`config.mk`:
```
export PLATFORM = sky130hd
export DESIGN_NAME = ioia_top
export DESIGN_NICKNAME = d
export VERILOG_FILES = /design/src/hw/ioia_pkg.sv /design/src/hw/ioia_tick_if.sv /design/src/hw/ioia_tick_gen.sv /design/src/hw/ioia_top.sv
export SDC_FILE = /design/constraint.sdc
export NUM_CORES = 1
export LEC_CHECK = 0
export BUFFER_PORTS_ARGS = -buffer_cell sky130_fd_sc_hd__buf_2
export CORE_MARGIN = 3
export CORE_UTILIZATION = 55
export CTS_CLUSTER_SIZE = 16
export DETAILED_ROUTE_END_ITERATION = 12
export PLACE_DENSITY = 0.81
export SLEW_MARGIN = 25
export SYNTH_ARGS = -nofsm -noshare
export SYNTH_HDL_FRONTEND = slang
export SYNTH_SLANG_ARGS = --single-unit
```
`constraint.sdc`:
```
create_clock -name clk_in -period 2.8 [get_ports clk_in]
set_input_delay 0.42 -clock clk_in [delete_from_list [all_inputs] [get_ports clk_in]]
set_output_delay 0.42 -clock clk_in [all_outputs]
set_load 0.03 [all_outputs]
```
`src/hw/ioia_pkg.sv`:
```
// Shared constants of the interrupt aggregator: line layout, decode, timing.
// Assumes a single 25 MHz clock and a synchronous active-low reset.
package ioia_pkg;
    // Request line positions in status and mask
    localparam int unsigned LINES = 8;
    localparam int unsigned BIT_PPI0 = 0; // Four parallel-port lines 0..3
    localparam int unsigned BIT_SER_RX = 4; // Serial receive buffer full
    localparam int unsigned BIT_SER_TX = 5; // Serial transmit buffer empty
    localparam int unsigned BIT_EXT0 = 6; // Connector line 0
    localparam int unsigned BIT_EXT1 = 7; // Connector line 1 or interval timer
    // Low address digit of each register; high digit from the base jumpers
    localparam logic [3:0] LO_STATUS = 4'h0;
    localparam logic [3:0] LO_MASK = 4'h1;
    // Reset values
    localparam logic [7:0] MASK_RST = 8'hFF;
    localparam logic [7:0] ZERO8 = 8'h00;
    // Interval timer timing
    localparam int unsigned CLK_PERIOD_NS = 40;
    localparam int unsigned TMR_110_NS = 1003000;
    localparam int unsigned TMR_STD_NS = 1042000;
    localparam int unsigned TMR_110_CYC = TMR_110_NS / CLK_PERIOD_NS;
    localparam int unsigned TMR_STD_CYC = TMR_STD_NS / CLK_PERIOD_NS;
    localparam int unsigned CNT_W = 15;
endpackage

```
`src/hw/ioia_tick_if.sv`:
```
// Carries the interval tick and its rate choice between the timer and the top.
// Assumes both ends share the one system clock.
`timescale 1ns/100ps
interface ioia_tick_if;
    logic sel_110; // Low baud rate selected
    logic tick; // One-cycle interval pulse
    modport gen (input sel_110, output tick);
    modport use_end (output sel_110, input tick);
endinterface

```
`src/hw/ioia_tick_gen.sv`:
```
// Interval timer divider sitting beside the baud generator.
// Assumes a free-running system clock; period counts come from the top.
`timescale 1ns/100ps
module ioia_tick_gen
    import ioia_pkg::*;
#(
    parameter logic [CNT_W-1:0] CYC_110 = CNT_W'(TMR_110_CYC),
    parameter logic [CNT_W-1:0] CYC_STD = CNT_W'(TMR_STD_CYC)
) (
    input wire logic clk_in,
    input wire logic rst_n_in,
    ioia_tick_if.gen tk
);
    // Whole state of the divider
    typedef struct packed {
        logic [CNT_W-1:0] cnt; // Cycles since last tick
        logic tick; // Registered pulse
    } ioia_tick_s;

    ioia_tick_s st_ff;
    ioia_tick_s nxt_st;
    logic [CNT_W-1:0] limit; // Period of the selected rate

    // Period follows the baud selection
    assign limit = tk.sel_110 ? CYC_110 : CYC_STD;

    // Divider: wrap and pulse at the end of each period
    always_comb begin
        nxt_st = st_ff;
        nxt_st.tick = 1'b0;
        if (st_ff.cnt >= limit - CNT_W'(1)) begin // Also catches a rate change mid-count
            nxt_st.cnt = '0;
            nxt_st.tick = 1'b1;
        end else begin
            nxt_st.cnt = st_ff.cnt + CNT_W'(1);
        end
    end

    // State register
    always_ff @(posedge clk_in) begin
        if (!rst_n_in) begin
            st_ff <= '0;
        end else begin
            st_ff <= nxt_st;
        end
    end

    assign tk.tick = st_ff.tick;

    // Helper: a tick was seen since reset
    logic seen_ff;
    always_ff @(posedge clk_in) begin
        if (!rst_n_in) begin
            seen_ff <= 1'b0;
        end else if (st_ff.tick) begin
            seen_ff <= 1'b1;
        end
    end
endmodule // ioia_tick_gen

```
`src/hw/ioia_top.sv`:
```
// Interrupt aggregator of a combination I/O board: eight request lines,
// status and mask registers on a small I/O port, routing toward the host.
// Assumes all inputs synchronous to clk_in; one access per strobe cycle.
// Summary of operation
// - Eight separate request lines, each its own
// - Four lines from parallel port buffer events
// - Two lines from serial receive/transmit buffers
// - Controller lines maskable, masked gives no request
// - Status register holds all eight line states
// - Each line has its own mask bit
// - Jumper-enabled one millisecond interval timer request
// - Status at base digit 0, mask at 1
// - Lines ORed to one, or driven individually
// - Timer from baud generator replaces connector line
// - Period 1.003 ms at 110 baud, else 1.042
`timescale 1ns/100ps
module ioia_top
    import ioia_pkg::*;
#(
    parameter int unsigned TICK_110_CYC = TMR_110_CYC,
    parameter int unsigned TICK_STD_CYC = TMR_STD_CYC
) (
    input wire logic clk_in,
    input wire logic rst_n_in,
    input wire logic [3:0] ppi_req_in,
    input wire logic ser_rx_full_in,
    input wire logic ser_tx_empty_in,
    input wire logic [1:0] ext_req_in,
    input wire logic timer_jumper_in,
    input wire logic baud_110_in,
    input wire logic route_or_in,
    input wire logic [3:0] base_sel_in,
    input wire logic [7:0] io_addr_in,
    input wire logic io_rd_in,
    input wire logic io_wr_in,
    input wire logic [7:0] io_wdata_in,
    output logic [7:0] io_rdata_out,
    output logic io_ack_out,
    output logic host_irq_out,
    output logic [7:0] bus_irq_out
);
    // Whole state of the aggregator
    typedef struct packed {
        logic [7:0] status; // Current line states
        logic [7:0] mask; // One suppresses a line
        logic tmr_flag; // Interval request, held until status read
        logic [7:0] rdata; // Read data
        logic ack; // Access answered
        logic host_irq; // Combined request
        logic [7:0] bus_irq; // Individual requests
    } ioia_state_s;

    ioia_state_s st_ff;
    ioia_state_s nxt_st;
    logic [7:0] raw; // Line states before latching
    logic [7:0] enabled; // Active and unmasked lines
    logic hit_status; // Access decodes to status
    logic hit_mask; // Access decodes to mask
    logic new_tmr; // Next interval flag

    ioia_tick_if tk ();
    assign tk.sel_110 = baud_110_in;

    ioia_tick_gen #(
        .CYC_110(CNT_W'(TICK_110_CYC)),
        .CYC_STD(CNT_W'(TICK_STD_CYC))
    ) u_tick (
        .clk_in(clk_in),
        .rst_n_in(rst_n_in),
        .tk(tk)
    );

    // Address match on jumpered high digit and given low digit
    function automatic logic addr_hit(input logic [7:0] addr, input logic [3:0] base, input logic [3:0] lo);
        return addr == {base, lo};
    endfunction

    assign hit_status = addr_hit(io_addr_in, base_sel_in, LO_STATUS);
    assign hit_mask = addr_hit(io_addr_in, base_sel_in, LO_MASK);

    // Interval flag: a tick in the reading cycle wins over the clear
    assign new_tmr = tk.tick | (st_ff.tmr_flag & ~(io_rd_in & hit_status));

    // Gather the eight sources into their fixed positions
    always_comb begin
        raw = ZERO8;
        raw[BIT_PPI0 +: 4] = ppi_req_in;
        raw[BIT_SER_RX] = ser_rx_full_in;
        raw[BIT_SER_TX] = ser_tx_empty_in;
        raw[BIT_EXT0] = ext_req_in[0];
        // Jumper swaps the connector line for the timer
        raw[BIT_EXT1] = timer_jumper_in ? new_tmr : ext_req_in[1];
    end

    assign enabled = st_ff.status & ~st_ff.mask;

    // Next state: latch lines, serve accesses, route requests
    always_comb begin
        nxt_st = st_ff;
        nxt_st.status = raw;
        nxt_st.tmr_flag = timer_jumper_in & new_tmr;
        nxt_st.ack = io_rd_in | io_wr_in;
        if (io_wr_in && hit_mask) begin
            nxt_st.mask = io_wdata_in;
        end
        if (io_rd_in) begin
            if (hit_status) begin
                nxt_st.rdata = st_ff.status;
            end else if (hit_mask) begin
                nxt_st.rdata = st_ff.mask;
            end else begin // Unmapped reads as zero
                nxt_st.rdata = ZERO8;
            end
        end
        // Routing jumper: one combined line, or one line each
        if (route_or_in) begin
            nxt_st.host_irq = |enabled;
            nxt_st.bus_irq = ZERO8;
        end else begin
            nxt_st.host_irq = 1'b0;
            nxt_st.bus_irq = enabled;
        end
    end

    // State register; mask comes up with every line suppressed
    always_ff @(posedge clk_in) begin
        if (!rst_n_in) begin
            st_ff <= '0;
            st_ff.mask <= MASK_RST;
        end else begin
            st_ff <= nxt_st;
        end
    end

    assign io_rdata_out = st_ff.rdata;
    assign io_ack_out = st_ff.ack;
    assign host_irq_out = st_ff.host_irq;
    assign bus_irq_out = st_ff.bus_irq;
endmodule // ioia_top

```
## Word level (Yosys, flattened, before mapping)

Cells that the tools add are included.

- Bits in registers: 51
- Bits in latches: 0
- Bits in writable memories: 0
- ROM bits: 0
- Input port bits: 35
- Output and inout bits: 18
- Word-level logic and storage cells: 33
- Memories: 0

- $add $sub $neg: 2
- Multiply operators: 0
- Div/mod/pow operators: 0
- Order comparisons: 1
- Equality and inequality tests: 2
- Shift operators: 0
- Multiplexer cells: 5
- Bitwise operators: 9
- Reduce and logical (&&, ||, !) cells: 5

Operators with widths:

| kind | number |
|---|---|
| $eq 8x8->1 | 2 |
| $mux 8 | 2 |
| $add 15x1->15 const B | 1 |
| $ge 15x15->1 | 1 |
| $sub 15x1->15 const B | 1 |
| $mux 11 | 1 |
| $and 8x8->8 | 1 |
| $not 8->8 | 1 |
| $reduce_or 8->1 | 1 |
| $reduce_or 2->1 | 2 |
| $and 1x1->1 | 3 |
| $mux 1 | 2 |
| $not 1->1 | 2 |
| $or 1x1->1 | 2 |
| $reduce_and 2->1 | 1 |
| $logic_and 1x1->1 | 1 |

## Longest topological paths before layout

- Depth after elaboration: 6
- Gate-level depth with buffers: 8
- Depth with buffers taken out: 7

## Hierarchy

A second synthesis with hierarchy kept.

- Cell total of the unflattened synthesis: 245
- Area, all modules: 2,397.3 sq um

Modules (own cells, without submodules):

| module | instances | cells each | area an instance (sq um) | seq. area each (sq um) |
|---|---|---|---|---|
| ioia_top | 1 | 159 | 1,529.0 | 700.7 |
| ioia_tick_gen | 1 | 86 | 868.3 | 320.3 |

## Worst setup path after synthesis

OpenSTA, ideal clock, no wires.

- Path type: input port to flip-flop
- Start: input port baud_110_in
- End: register u_tick.st_ff[10] in the netlist's numbering
- Library setup time: 62 ps
- Arrival time: 1,696 ps
- Data required time: 2,738 ps
- Path slack: 1,042 ps
- Cell stages on the path: 7
- Path buffers: 1
- Cell sequence: ha_1 -> a2111oi_2 -> nor2_1 -> nor2_1 -> o21ai_2 -> buf_6 -> nor2_2

- Longest elaborated chain between the ends: 4

RTL lines:

| item | RTL line | RTL |
|---|---|---|
| start, declared | ioia_top.sv:30 | `input wire logic baud_110_in,` |
| $mux 11 | ioia_tick_gen.sv:25 | `assign limit = tk.sel_110 ? CYC_110 : CYC_STD;` |
| $sub 15x1->15 | ioia_tick_gen.sv:31 | `if (st_ff.cnt >= limit - CNT_W'(1)) begin` |
| $ge 15x15->1 | ioia_tick_gen.sv:31 |  |
| $reduce_or 2->1 (no source line) | n/a |  |
| end signal, assigned | ioia_tick_gen.sv:44 | `st_ff <= nxt_st;` |
| end, declared | ioia_tick_gen.sv:20 | `ioia_tick_s st_ff;` |

Every way passes these cells.
A chain may end at the register's enable or synchronous reset.

## Final worst setup path

- Start: register u_tick.st_ff[1] in the netlist's numbering
- End: register u_tick.st_ff[4] in the netlist's numbering

- Longest elaborated chain between the ends: 2
- Elaborated cells between the ends (all ways): 3
- Those cells by class: add/sub: 1; order compare: 1; reduce/logical: 1

RTL lines:

| item | RTL line |
|---|---|
| $ge 15x15->1 | ioia_tick_gen.sv:31 |
| $reduce_or 2->1 (no source line) | n/a |

Parallel ways exist; a longest one is shown, timed or not.

==> flow_metrics.env <==
export IMPL_outcome="completed"
export IMPL_drive_gt1_frac=0.295
export IMPL_finalWirelength_um=4190
export IMPL_grt_pass1_vias=1581
export IMPL_synth_yosys_seq_area_share=0.460
export IMPL_synthFlopType="dfxtp_1"
export IMPL_die_area_um2=4830
export IMPL_finalSetupViolations=0
export IMPL_antenna_found_initial=0
export IMPL_port_buffers=52
export IMPL_area_delta_synth_final_pct=12.2
export IMPL_syn_nets=269
export IMPL_grt_overflow=0
export IMPL_num_vias=1705
export IMPL_syn_inst=228
export IMPL_final_cell_mix="52 x buf_2, 51 x dfxtp_1, 21 x nor2_1"
export IMPL_root_buffer="clkbuf_8"
export IMPL_use_met1=0.211
export IMPL_min_path_type="in -> reg"
export IMPL_ir_drop_v=0.000397
export IMPL_cts_buffer_depth=2
export IMPL_cts_num_sinks=51
export IMPL_grt_pass1_wl_um=7110
export IMPL_clock_fmax_mhz=484
export IMPL_drc=0
export IMPL_relSlewSlack=0.675
export IMPL_p_leak_nw=1.14
export IMPL_critical_path_arrival_ps=2260
export IMPL_finalCriticalPeriod_ps=2070
export IMPL_hpwlAfterDp_um=3110
export IMPL_cp_end_kind="register"
export IMPL_final_nets=305
export IMPL_start_util=0.589
export IMPL_n_antenna_cell=0
export IMPL_powerDensity_nw_per_um2=526
export IMPL_critPathLaunchType="register"
export IMPL_cts_resized=0
export IMPL_syn_cell_area_um2=2220
export IMPL_hold_viol=0
export IMPL_first_pass_iters=6
export IMPL_finalMaxSlewViolations=0
export IMPL_grt_usage=0.183
export IMPL_min_period_over_period=0.738
export IMPL_grt_use_met3=0.0667
export IMPL_core_um2=3770
export IMPL_cp_max_fo=8
export IMPL_dpl_worst_slack_ps=577
export IMPL_async_reset_ff_frac=0
export IMPL_cap_viol_max_count=0
export IMPL_met2_usage=0.305
export IMPL_ys_warnings_count=0
export IMPL_clk_pin_slew_ps=80
export IMPL_htreeDepth=2
export IMPL_fin_ws_ps=733
export IMPL_die_y_um=69.5
export IMPL_critPathRequiredTime_ps=2990
export IMPL_drtIter0Drc=106
export IMPL_clk_insertion_delay_late_ps=290
export IMPL_postCtsHoldBufs=0
export IMPL_rsz0062_at_grt="no"
export IMPL_tightest_slew_ps=483
export IMPL_post_cts_setup_buffers=0
export IMPL_synth_edf_count=0
export IMPL_chipWidth_um=69.5
export IMPL_final_common_cell="buf_2"
export IMPL_cts_tree="built"
export IMPL_via_per_inst=5.46
export IMPL_cts_buffers=5
export IMPL_place_congestion=0.745
export IMPL_worst_setup_path_type="reg -> reg"
export IMPL_synth_seq_cells=51
export IMPL_ant_nets=0
export IMPL_avgSynthCellArea_um2=9.74
export IMPL_grt_busiest_layer="met2"
export IMPL_synth_distinct_cells=42
export IMPL_wl_per_cell_um=13.4
export IMPL_grt_max_degree=21
export IMPL_row_count=22
export IMPL_io_pins=53
export IMPL_fin_tns_setup_ps=0
export IMPL_fillers=322
export IMPL_fin_skew_ps=4.23
[cells by family (layout without fill, tap and decap cells)]
group                      Yosys count  count (layout)  synth area share
and+or+nand+nor                     88              88             0.219
DFF                                 51              51             0.460
buffers and inverters               34              70            0.0891
AOI/OAI and AO/OA                   25              25            0.0986
xor gates and xnor gates            16              16            0.0631
muxes                                8               8            0.0361
adders and majority gates            6               6            0.0338
[per-stage QoR]
step	power (mW)	cell area (µm²)	utilization	hold slack, ps	std cells
2_1_floorplan	0.812	2220	-	435	228
3_5_place_dp	0.851	2390	0.633	455	305
5_1_grt	1.36	2490	0.660	313	312
3_3_place_gp	0.849	2390	0.633	448	305
4_1_cts	1.32	2490	0.660	315	312
6_report	1.31	2490	0.660	322	312
[layout make-up]
cell class	instances	area (µm²)	share of cell area
tap	48	60.1	0.0241
clock inverter	1	30.0	0.0121
inverter	10	37.5	0.0151
multi-input combinational	143	1000	0.402
sequential	51	1020	0.410
timing repair buffer	53	268	0.108
clock buffer	6	72.6	0.0291
[final timing paths]
| check | end | cells after the start | slack (ps) | start |
|---|---|---|---|---|
| worst max-delay path | u_tick.st_ff[4]$_SDFF_PP0_ | 8 | 730 | u_tick.st_ff[1]$_SDFF_PP0_ |
| worst min register to register | bus_irq_out[1]$_SDFF_PP0_ | 2 | 460 | st_ff[28]$_SDFF_PN0_ |
| worst max register to register | u_tick.st_ff[4]$_SDFF_PP0_ | 8 | 730 | u_tick.st_ff[1]$_SDFF_PP0_ |
| worst min-delay path | st_ff[32]$_SDFF_PN0_ | 2 | 320 | ser_tx_empty_in |
[registers in the layout, summed over array words and instances (netlist names)]
register        count
io_ack_out          1
host_irq_out        1
u_tick.tk.tick      1
io_rdata_out        8
u_tick.st_ff       15
st_ff              17
bus_irq_out         8
[report_power, final]
group          leakage [nW]  internal [mW]  switching (mW)
clock network        0.0513          0.262           0.214
logic                 0.670         0.0393          0.0487
registers             0.414          0.736          0.0102
total                  1.14           1.04           0.272
[synth_stat cells, types with 2 or more instances]
cell	instances	area share
a21oi_1	4	0.0090
a222oi_1	7	0.032
and2_1	7	0.020
and3_1	4	0.011
buf_2	2	0.0045
buf_4	16	0.054
clkbuf_1	5	0.0085
dfxtp_1	51	0.46
ha_1	6	0.034
inv_1	10	0.017
mux2i_1	8	0.036
nand2_1	15	0.025
nand2b_1	5	0.014
nand3_1	7	0.016
nand4_1	4	0.011
nor2_1	21	0.036
nor2_2	8	0.023
nor3_1	6	0.014
nor4_2	2	0.011
o21ai_0	3	0.0068
o22ai_1	2	0.0056
xnor2_1	2	0.0079
xor2_1	14	0.055
[routing by layer]
layer	vias to the layer above	wire (µm)	share of wire
met1	802	1710	0.41
li1	847	-	-
met5	-	0	0
met4	0	31	0.0074
met2	52	2160	0.52
met3	4	292	0.070
[critical path, stage by stage, from the launching register on]
cell and delay, ps:
dfxtp_1 440, inv_1 70, ha_1 270, nand4_1 80, nor3_1 320, o31ai_4 110
o21ai_2 370, buf_4 250, nor2_1 60
No activity file was read; power rests on OpenSTA's default activity.
